`config.mk`:
```
export PLATFORM = sky130hd
export DESIGN_NAME = fwsb_ctrl
export DESIGN_NICKNAME = d
export VERILOG_FILES = /design/src/fwsb_pkg.sv /design/src/fwsb_bus_if.sv /design/src/fwsb_strobe.sv /design/src/fwsb_ctrl.sv
export SDC_FILE = /design/constraint.sdc
export NUM_CORES = 1
export LEC_CHECK = 0
export ABC_AREA = 1
export BUFFER_PORTS_ARGS = -buffer_cell sky130_fd_sc_hd__buf_2
export CAP_MARGIN = 10
export CORE_MARGIN = 4
export CORE_UTILIZATION = 35
export CTS_BUF_LIST = sky130_fd_sc_hd__clkbuf_8
export DETAILED_ROUTE_END_ITERATION = 10
export GPL_TIMING_DRIVEN = 0
export PLACE_DENSITY = 0.53
export SLEW_MARGIN = 20
export SYNTH_ARGS = -nofsm -noshare
export SYNTH_HDL_FRONTEND = slang
export SYNTH_HIERARCHICAL = 1
export SYNTH_SLANG_ARGS = --single-unit
```
`constraint.sdc`:
```
create_clock -name CLK_SYS -period 3.8 [get_ports CLK_SYS]
set_clock_uncertainty 0.15 [all_clocks]
set_input_delay 0.57 -clock CLK_SYS [delete_from_list [all_inputs] [get_ports CLK_SYS]]
set_output_delay 0.57 -clock CLK_SYS [all_outputs]
set_load 0.05 [all_outputs]
```
`src/fwsb_pkg.sv`:
```
// fwsb_pkg: constants and types for the flash write-status polling controller
// assumes a 20 MHz system clock and an 8-bit parallel flash on the far side
package fwsb_pkg;
  localparam int          FWSB_CLK_MHZ      = 20;
  localparam int          FWSB_AW           = 18;
  localparam int          FWSB_DW           = 8;
  // data bus bit positions of the status bits
  localparam int          FWSB_POLL_POS     = 7;
  localparam int          FWSB_TOG1_POS     = 6;
  localparam int          FWSB_TMO_POS      = 5;
  localparam int          FWSB_TOG2_POS     = 2;
  // strobe phase lengths in ns and cycles
  localparam int          FWSB_T_ACC_NS     = 100;
  localparam int          FWSB_ACC_CYC      = (FWSB_T_ACC_NS * FWSB_CLK_MHZ + 999) / 1000;
  localparam int          FWSB_T_WP_NS      = 100;
  localparam int          FWSB_WP_CYC       = (FWSB_T_WP_NS * FWSB_CLK_MHZ + 999) / 1000;
  localparam int          FWSB_T_REC_NS     = 50;
  localparam int          FWSB_REC_CYC      = (FWSB_T_REC_NS * FWSB_CLK_MHZ + 999) / 1000;
  localparam logic [3:0]  FWSB_CNT_W0       = 4'h0;
  // operation kinds
  typedef enum logic [1:0] {FWSB_OP_READ, FWSB_OP_WRITE, FWSB_OP_POLL_PROG, FWSB_OP_POLL_ERASE} fwsb_op_t;
  // result codes
  typedef enum logic [1:0] {FWSB_RES_DONE, FWSB_RES_FAIL, FWSB_RES_SUSP} fwsb_res_t;
endpackage : fwsb_pkg

```
`src/fwsb_bus_if.sv`:
```
// fwsb_bus_if: read/write requests held until a one-cycle done, between sequencer and strobe engine
// assumes both ends on the same clock
`timescale 1ns/1ps
interface fwsb_bus_if;
  logic                       req;
  logic                       wr;
  logic [fwsb_pkg::FWSB_AW-1:0] addr;
  logic [fwsb_pkg::FWSB_DW-1:0] wdata;
  logic                       done;
  logic [fwsb_pkg::FWSB_DW-1:0] rdata;
  modport master (output req, output wr, output addr, output wdata, input done, input rdata);
  modport slave  (input req, input wr, input addr, input wdata, output done, output rdata);
endinterface : fwsb_bus_if

```
`src/fwsb_strobe.sv`:
```
// fwsb_strobe: runs one flash bus cycle with chip, output and write strobes
// assumes the flash data bus is shared, driven here only during writes
`timescale 1ns/1ps
module fwsb_strobe
  import fwsb_pkg::*;
(
  // clock and reset
  input  wire logic             clk,
  input  wire logic             rst,
  // request side
  fwsb_bus_if.slave             bus,
  // flash pins
  output logic [FWSB_AW-1:0]    fa,
  output logic                  ce_n,
  output logic                  oe_n,
  output logic                  we_n,
  output logic [FWSB_DW-1:0]    dq_o,
  output logic                  dq_oe,
  input  wire logic [FWSB_DW-1:0] dq_i
);
  typedef enum logic [1:0] {FWSB_ST_IDLE, FWSB_ST_STRB, FWSB_ST_REC} fwsb_st_t;
  fwsb_st_t            st_r, st_nxt;
  logic [3:0]          cnt_r, cnt_nxt;
  logic                wr_r;
  logic [FWSB_DW-1:0]  rdata_r;
  wire  [3:0]          strb_len = wr_r ? 4'(FWSB_WP_CYC) : 4'(FWSB_ACC_CYC);
  wire                 strb_end = (st_r == FWSB_ST_STRB) && (cnt_r == strb_len - 4'h1);
  wire                 rec_end  = (st_r == FWSB_ST_REC) && (cnt_r == 4'(FWSB_REC_CYC) - 4'h1);

  // next state of the strobe cycle
  always_comb
  begin
    st_nxt  = st_r;
    cnt_nxt = cnt_r + 4'h1;
    case (st_r)
      FWSB_ST_IDLE:
      begin
        cnt_nxt = FWSB_CNT_W0;
        if (bus.req)
          st_nxt = FWSB_ST_STRB;
      end
      FWSB_ST_STRB:
        if (strb_end)
        begin
          st_nxt  = FWSB_ST_REC;
          cnt_nxt = FWSB_CNT_W0;
        end
      FWSB_ST_REC:
        if (rec_end)
          st_nxt = FWSB_ST_IDLE;
      default:
        st_nxt = FWSB_ST_IDLE;
    endcase
  end

  // state, captured request and sampled data
  always_ff @(posedge clk)
  begin
    if (rst)
    begin
      st_r    <= FWSB_ST_IDLE;
      cnt_r   <= FWSB_CNT_W0;
      wr_r    <= 1'b0;
      fa      <= '0;
      dq_o    <= '0;
      rdata_r <= '0;
    end
    else
    begin
      st_r  <= st_nxt;
      cnt_r <= cnt_nxt;
      if (st_r == FWSB_ST_IDLE && bus.req)
      begin
        wr_r <= bus.wr;
        fa   <= bus.addr;
        dq_o <= bus.wdata;
      end
      if (strb_end && !wr_r)
        rdata_r <= dq_i; // each read is one full strobe, so toggle bits advance
    end
  end

  // strobes; write data latches on the rising write strobe
  assign ce_n      = !(st_r == FWSB_ST_STRB);
  assign oe_n      = !(st_r == FWSB_ST_STRB && !wr_r);
  assign we_n      = !(st_r == FWSB_ST_STRB && wr_r);
  assign dq_oe     = (st_r != FWSB_ST_IDLE) && wr_r;
  assign bus.done  = rec_end;
  assign bus.rdata = rdata_r;
endmodule : fwsb_strobe

```
`src/fwsb_ctrl.sv`:
```
// fwsb_ctrl: host controller that reads, writes and polls a parallel flash
// assumes the flash answers within the access time and status rules hold
//
// How it works
// - program polling reads at the address being programmed
// - erase polling reads inside a selected, unprotected sector
// - after bit seven turns true, data is taken on a later read
// - host combines both toggle bits for mode and sector selection
// - after timeout flag is one, data polling bit is read again
`timescale 1ns/1ps
module fwsb_ctrl
  import fwsb_pkg::*;
(
  // clock and reset
  input  wire logic                 CLK_SYS,
  input  wire logic                 RESET,
  // user order
  input  wire logic                 START,
  input  wire fwsb_pkg::fwsb_op_t   OP,
  input  wire logic [fwsb_pkg::FWSB_AW-1:0] ADDR,
  input  wire logic [fwsb_pkg::FWSB_DW-1:0] WDATA,
  output logic                      BUSY,
  output logic                      DONE,
  output fwsb_pkg::fwsb_res_t       RESULT,
  output logic [fwsb_pkg::FWSB_DW-1:0] RDATA,
  output logic                      ERASE_ACTIVE,
  output logic                      SECTOR_SELECTED,
  // flash pins
  output logic [fwsb_pkg::FWSB_AW-1:0] FA,
  output logic                      CE_N,
  output logic                      OE_N,
  output logic                      WE_N,
  output logic [fwsb_pkg::FWSB_DW-1:0] DQ_O,
  output logic                      DQ_OE,
  input  wire logic [fwsb_pkg::FWSB_DW-1:0] DQ_I
);
  import fwsb_pkg::*;

  typedef enum logic [2:0] {FWSB_C_IDLE, FWSB_C_ACC, FWSB_C_FIRST, FWSB_C_POLL, FWSB_C_RECHK,
                            FWSB_C_FINAL, FWSB_C_END} fwsb_cst_t;

  fwsb_bus_if bus ();

  fwsb_cst_t           st_r, st_nxt;
  fwsb_op_t            op_r;
  logic [FWSB_AW-1:0]  addr_r;
  logic [FWSB_DW-1:0]  wdata_r;
  logic [FWSB_DW-1:0]  prev_r;
  logic                have_prev_r;
  fwsb_res_t           res_r, res_nxt;
  logic                act_r;
  logic                sel_r;

  // true when polling bit matches the expected completed value
  function automatic logic poll_true(input fwsb_op_t op, input logic [FWSB_DW-1:0] d,
                                     input logic [FWSB_DW-1:0] w);
    if (op == FWSB_OP_POLL_ERASE)
      poll_true = d[FWSB_POLL_POS];
    else
      poll_true = (d[FWSB_POLL_POS] == w[FWSB_POLL_POS]);
  endfunction : poll_true

  // decode of the latest read against the previous one
  wire [FWSB_DW-1:0]   rd       = bus.rdata;
  wire                 is_poll  = (op_r == FWSB_OP_POLL_PROG) || (op_r == FWSB_OP_POLL_ERASE);
  wire                 pdone    = poll_true(op_r, rd, wdata_r);
  wire                 tmo      = rd[FWSB_TMO_POS];
  wire                 tog1     = have_prev_r && (rd[FWSB_TOG1_POS] != prev_r[FWSB_TOG1_POS]);
  wire                 tog2     = have_prev_r && (rd[FWSB_TOG2_POS] != prev_r[FWSB_TOG2_POS]);
  // erase polled true but second toggle still moving means suspended
  wire                 susp     = (op_r == FWSB_OP_POLL_ERASE) && pdone && !tog1 && tog2;

  // bus request whenever a read or write is pending
  assign bus.req   = (st_r == FWSB_C_ACC) || (st_r == FWSB_C_FIRST) || (st_r == FWSB_C_POLL)
                     || (st_r == FWSB_C_RECHK) || (st_r == FWSB_C_FINAL);
  assign bus.wr    = (st_r == FWSB_C_ACC) && (op_r == FWSB_OP_WRITE);
  assign bus.addr  = addr_r;
  assign bus.wdata = wdata_r;

  // sequencing of accesses and polling decisions
  always_comb
  begin
    st_nxt  = st_r;
    res_nxt = res_r;
    case (st_r)
      FWSB_C_IDLE:
        if (START)
        begin
          res_nxt = FWSB_RES_DONE;
          st_nxt  = (OP == FWSB_OP_POLL_PROG || OP == FWSB_OP_POLL_ERASE) ? FWSB_C_FIRST : FWSB_C_ACC;
        end
      FWSB_C_ACC:
        if (bus.done)
          st_nxt = FWSB_C_END;
      // two reads needed before toggling can be judged
      FWSB_C_FIRST:
        if (bus.done)
          st_nxt = FWSB_C_POLL;
      FWSB_C_POLL:
        if (bus.done)
        begin
          if (susp)
          begin
            res_nxt = FWSB_RES_SUSP;
            st_nxt  = FWSB_C_END;
          end
          else if (pdone && !tog1)
            st_nxt = FWSB_C_FINAL;
          else if (tmo)
            st_nxt = FWSB_C_RECHK;
        end
      FWSB_C_RECHK:
        if (bus.done)
        begin
          if (pdone && !tog1)
            st_nxt = FWSB_C_FINAL;
          else
          begin
            res_nxt = FWSB_RES_FAIL;
            st_nxt  = FWSB_C_END;
          end
        end
      // protected targets simply stop toggling and read back as array
      FWSB_C_FINAL:
        if (bus.done)
          st_nxt = FWSB_C_END;
      FWSB_C_END:
        st_nxt = FWSB_C_IDLE;
      default:
        st_nxt = FWSB_C_IDLE;
    endcase
  end

  // order capture and read history
  always_ff @(posedge CLK_SYS)
  begin
    if (RESET)
    begin
      st_r        <= FWSB_C_IDLE;
      op_r        <= FWSB_OP_READ;
      addr_r      <= '0;
      wdata_r     <= '0;
      prev_r      <= '0;
      have_prev_r <= 1'b0;
      res_r       <= FWSB_RES_DONE;
      RDATA       <= '0;
      act_r       <= 1'b0;
      sel_r       <= 1'b0;
    end
    else
    begin
      st_r  <= st_nxt;
      res_r <= res_nxt;
      if (st_r == FWSB_C_IDLE && START)
      begin
        op_r        <= OP;
        addr_r      <= ADDR;
        wdata_r     <= WDATA;
        have_prev_r <= 1'b0;
      end
      if (bus.done && !bus.wr)
      begin
        prev_r      <= rd;
        have_prev_r <= 1'b1;
        RDATA       <= rd; // final read holds true data
        if (is_poll && have_prev_r)
        begin
          act_r <= tog1;
          sel_r <= tog2;
        end
      end
    end
  end

  // strobe engine for single bus cycles
  fwsb_strobe u_strobe (
    .clk   (CLK_SYS),
    .rst   (RESET),
    .bus   (bus.slave),
    .fa    (FA),
    .ce_n  (CE_N),
    .oe_n  (OE_N),
    .we_n  (WE_N),
    .dq_o  (DQ_O),
    .dq_oe (DQ_OE),
    .dq_i  (DQ_I)
  );

  assign BUSY            = (st_r != FWSB_C_IDLE);
  assign DONE            = (st_r == FWSB_C_END);
  assign RESULT          = res_r;
  assign ERASE_ACTIVE    = act_r;
  assign SECTOR_SELECTED = sel_r;
endmodule : fwsb_ctrl

```
# [Word-level counts from Yosys, hierarchy flattened]
# Index checks and enable logic that the tools add are counted.
[op_classes] n_mux=26 n_reduce_logical=41 eq_ne=28 n_addsub=1
[op_table] operator="2-to-1 mux 3 bit" count=8
[op_table] operator="2-to-1 mux 2 bit" count=10
[op_table] operator="logical AND 1 bit" count=17
[op_table] operator="one-hot mux 3 bit (5 select lines)" count=1
[op_table] operator="!= test 2 bit (second input constant)" count=7
[op_table] operator="one-hot mux 2 bit (3 select lines)" count=2
[op_table] operator="AND reduction 6 bit" count=2
[op_table] operator="== test 2 bit (second input constant)" count=5
[op_table] operator="== test 3 bit (second input constant)" count=3
[op_table] operator="one-hot mux 4 bit (2 select lines)" count=1
[op_table] operator="== test 3 x 2 -> 1 bit (second input constant)" count=2
[op_table] operator="zero test 1 bit" count=6
[op_table] operator="logical OR 1 bit" count=6
[op_table] operator="!= test 2 x 1 -> 1 bit (second input constant)" count=3
[op_table] operator="nonzero test 3 bit" count=2
[op_table] operator="adder 4 x 1 -> 4 bit (second input constant)" count=1
[op_table] operator="== test 2 x 1 -> 1 bit (second input constant)" count=2
[op_table] operator="== test 4 x 1 -> 1 bit (second input constant)" count=1
[op_table] operator="zero test 4 bit" count=1
[op_table] operator="2-to-1 mux 4 bit" count=1
[op_table] operator="!= test 4 x 2 -> 1 bit (second input constant)" count=1
[op_table] operator="nonzero test 2 bit" count=2
[op_table] operator="== test 3 x 1 -> 1 bit (second input constant)" count=1
[op_table] operator="zero test 3 bit" count=1
[op_table] operator="other kinds (7)" count=10
[totals] ff_bits=85 elab_cells=111 out_inout_bits=44 input_bits=39

# [Logic depth before layout (Yosys ltp)]
[logic_depth] word_depth=8 mapped_depth=12 mapped_depth_nobuf=12

# [By module]
# The synthesis kept the hierarchy.
[by_module_without_submodules] module="fwsb_ctrl" instances=1 seq_area_each_um2=880.8 cells_per_inst=262 area_each_um2=1926.8
[by_module_without_submodules] module="fwsb_strobe" instances=1 seq_area_each_um2=820.8 cells_per_inst=210 area_each_um2=1607.8

# [Worst setup path after synthesis]
# No wires, ideal clock.
[synth_timing] kind="reg2reg" startpoint="register st_r[2] (netlist name)" endpoint="register u_strobe.dq_o[0]" setup_ps=114 stages_incl_launch_ff=13 arrival_time_ps=1699 path_buffers=5 setup_slack_ps=1837 period_less_slack_ps=1963 required_ps=3536 cell_sequence="dfxtp_1 -> buf_4 -> inv_1 -> nand2_2 -> inv_2 -> buf_6 -> buf_8 -> a21oi_1 -> nand2_2 -> buf_6 -> buf_6 -> o21ai_1 -> nor2_1"
[synth_rtl] item="end signal: assignment" line="fwsb_strobe.sv:76" text="dq_o <= bus.wdata;"
[synth_rtl] item="end: declaration" line="fwsb_strobe.sv:17" text="output logic [FWSB_DW-1:0] dq_o,"

# [Worst setup path in the final report]
[layout_timing] startpoint="register u_strobe.cnt_r[0]" endpoint="register res_r[0], in the netlist RESULT[0]"
[layout_via] elab_chain_len=4 word_cells_on_any_way=5 classes_between="eq/ne: 2; reduce/logical: 3"
[layout_lines] item="start: declaration" line="fwsb_strobe.sv:23" text="logic [3:0] cnt_r, cnt_nxt;"
[layout_lines] item="start signal: assignment" line="fwsb_strobe.sv:71" text="cnt_r <= cnt_nxt;"
[layout_lines] item="zero test 4 bit (*)" line="fwsb_strobe.sv:28" text="wire rec_end = (st_r == FWSB_ST_REC) && (cnt_r == 4'(FWSB_REC_CYC) - 4'h1);"
[layout_lines] item="logical AND 1 bit (*)" line="fwsb_strobe.sv:28"
[layout_lines] item="via bus.done" line="fwsb_bus_if.sv:9" text="logic done;"
[layout_lines] item="!= test 2 bit (no source line)"
[layout_lines] item="AND reduction 6 bit (no source line) (*)"
[layout_lines] item="end signal: assignment" line="fwsb_ctrl.sv:153" text="res_r <= res_nxt;"
[layout_lines] item="end: declaration" line="fwsb_ctrl.sv:50" text="fwsb_res_t res_r, res_nxt;"
# The timed path passes the listed nets; every way through them passes the cells marked *.
# A chain may end at the register's enable or synchronous reset.

==> out/qor.txt <==
Outcome = finished clean
Final GP Congestion = 0.8320
RSZ-0062 raised after global routing = no
Worst skew pair latency = 0.36 ns
Max Fclk = 493.3 MHz
Hold buffer count at cts = 0
Fill count = 1074
Critical path launch point type = register
Slew Limit Fails = 0
Largest stage delay, worst path = 0.36 ns
Yosys Warn Count = 6
Worst R2R Start = u_strobe/cnt_r[0]$_SDFF_PP0_
Worst Hold Launch = RESET
Worst IR Drop VDD = 0.3836 mV
Worst EP arrival = 2.12 ns
Synthesized Nets = 514
Htree depth = 3
Share of the synthesized area in the top cell type = 48.14%
Synth unique cells = 26
Most frequent cell after synthesis = nor2_1
Area after DPL = 0.004106 mm²
Post-layout util = 44.07%
Placed insts = 686
DRT Pass-1 Iters = 5
CP max-delay cell = dfxtp_1
Port Buf Inserts = 81
Kind of end point of the critical path = register
Critical path required time = 3.90 ns
Clock-pin transition on the worst setup and hold timing paths = 0.08 ns
Asr flop ratio synth = 0%
Via count = 3228
Top cells by count, synth = nor2_1, dfxtp_1, nand2_1
Tot GR Track Use = 15.52%
Remaining global-route overflow = 0
Die X = 108.5 µm
Num CTS Buffers = 9
Setup tns final = 0 ns
Top_reg_cell synth = dfxtp_1
Share of cells above drive strength 1 = 23.37%
Core Area = 0.009819 mm²
Stages on the worst setup path = 11
CTS tree = built
Cts repair resizes = 0
CTS Buffer Depth = 2
Max-Slew Margin vs Limit = 62.45%
# clock sinks = 85
Largest cells by area after synthesis = dfxtp_1, nor2_1, nand2_1, nand3_1, a21oi_1
Via-to-Cell Ratio = 4.598
Worst Hold Class = in -> reg
Non-filler cells in the finished layout = 702
Syn avg cell area = 7.489 µm²
Crit-path cells = inv_1 > ha_1 > nand3_1 > nor3_1 > inv_1 > nand3_1 > nand2_1 > nor2_1 > nand3_1 > o21ai_0 > nor2_1
Buffers plus inverters on the worst setup path = 2
Final Cell Area = 0.004328 mm²
Synthesis-to-layout area growth = 22.44%
Part of the cycle the worst path needs = 53.34%
Root Driver = clkbuf_8
Synth area leader = dfxtp_1
Vias in the first global route = 2919
# DRC = 0
Top delay family on crit path = simple AND/OR/NAND/NOR gates
Initial antenna violation count = 0
Critical path class = reg -> reg
DRT iter0 DRCs = 113
Setup bufs post-CTS = 0
Post-synthesis sequential area ratio = 48.14%
Final min period = 2.027 ns
Drt total wl = 8.929 mm
Worst setup startpoint = u_strobe/cnt_r[0]$_SDFF_PP0_
Starting density of the core = 36.00%
Final nets = 606
Die area = 0.01177 mm²
Syn Std Cell Area = 0.003535 mm²
Leak pwr = 1.954 nW
Least-Margin Pin Slew = 0.5603 ns
Most used cell, CP = nand3_1
Routed Antenna Nets = 0
Cell count after synthesis = 472
DPL Wire Length = 6.617 mm
Final Hold Violating Endpoints = 0
Worst Path Max Fanout = 5
Seq cells post-synth = 85
I/O pins = 83
Pin count of the biggest net entering global routing = 16
N_diodes = 0
EDFF count, synth = 0
Worst Reg-to-Reg Cells = 11
Die height = 108.5 µm
Maximum capacitance violations = 0
Hold Path Depth = 2
Pwr dens = 862.1 mW/mm²
Final setup fails = 0
WL/cell = 12.72 µm
Global-route wire length before repair = 14.32 mm
Floorplan row count = 36
final cells by class:
cell class / count / area (µm²) / area share [%]
clock inverters: 7 / 97.59 / 2.255
plain buffers: 25 / 183.9 / 4.250
repair buffers: 81 / 405.4 / 9.367
well taps: 133 / 166.4 / 3.845
flip-flops and latches: 85 / 1702 / 39.32
clock buffers: 9 / 123.9 / 2.862
inverters: 40 / 150.1 / 3.469
multi-input cells: 322 / 1499 / 34.63
layout by cell type, fill, tap and decap left out:
| master | instances |
|---|---|
| clkbuf_8 | 9 |
| nand4_1 | 5 |
| inv_6 | 3 |
| buf_6 | 7 |
| nor2_1 | 96 |
| nor2_4 | 3 |
| a21oi_1 | 42 |
| o21ai_1 | 11 |
| clkbuf_1 | 7 |
| nor2_2 | 6 |
| xor2_1 | 1 |
| nor3_1 | 2 |
| inv_1 | 38 |
| buf_8 | 2 |
| o21bai_1 | 1 |
| nand3_1 | 47 |
| buf_1 | 1 |
| buf_2 | 87 |
| clkinvlp_4 | 1 |
| inv_2 | 3 |
| dfxtp_1 | 85 |
| nand2_2 | 4 |
| nor3_2 | 1 |
| o21ai_0 | 30 |
| nand3_2 | 3 |
| nand2_1 | 66 |
| xnor2_1 | 1 |
| buf_4 | 2 |
| bufinv_16 | 2 |
| ha_1 | 3 |
power by group:
| part | internal, mW | total, mW | switching, mW | leakage (nW) |
|---|---|---|---|---|
| sequential | 1.11 | 1.22 | 0.115 | 0.695 |
| combinational | 0.529 | 1.79 | 1.26 | 1.15 |
| clock | 0.375 | 0.723 | 0.348 | 0.112 |
routing by layer:
metal / up-vias / share of wire [%] / wire length, µm / track usage [%]
met5: - / 0 / 0 / 0
met4: 0 / 1.1 / 96 / 4.418
met3: 6 / 3.8 / 343 / 3.821
met2: 46 / 48 / 4311 / 25.68
met1: 1473 / 47 / 4177 / 20.07
li1: 1703 / - / - / -
flip-flops by register name (all words and copies together), names as in the netlist, 3 cells and up:
| signal | flops |
|---|---|
| addr_r | 18 |
| u_strobe/fa | 18 |
| bus.wdata | 8 |
| prev_r | 8 |
| u_strobe/bus.rdata | 8 |
| u_strobe/dq_o | 8 |
| u_strobe/cnt_r | 4 |
| st_r | 3 |
path summary, 6_finish.rpt:
check | endpoint | slack, ns
min reg2reg | addr_r[16]$_SDFFE_PP0P_ | 0.31
min | u_strobe/st_r[0]$_SDFFE_PP0P_ | 0.30
max reg2reg | RESULT[0]$_SDFFE_PP0P_ | 1.77
max | RESULT[0]$_SDFFE_PP0P_ | 1.77
per-stage QoR:
step | hold WS, ns | worst slack (ns) | power [mW]
global route | 0.2936 | 1.496 | 3.999
floorplan | 0.2869 | 1.837 | 2.630
finish | 0.3001 | 1.773 | 3.731
global placement | 0.2952 | 1.792 | 3.031
CTS | 0.2811 | 1.744 | 3.773
detailed placement | 0.3003 | 1.754 | 3.047
cell families (layout without fill, tap and decap cells):
family	count (synthesis)	count (layout)	synth area share [%]
AND/OR/NAND/NOR	233	233	28.89
flip-flops	85	85	48.14
AO/OA/AOI/OAI	84	84	11.96
buffers and inverters	65	162	9.451
adder cells (fa/ha/maj)	3	3	1.062
XOR/XNOR	2	2	0.4957
No activity file was read; power rests on OpenSTA's default activity.
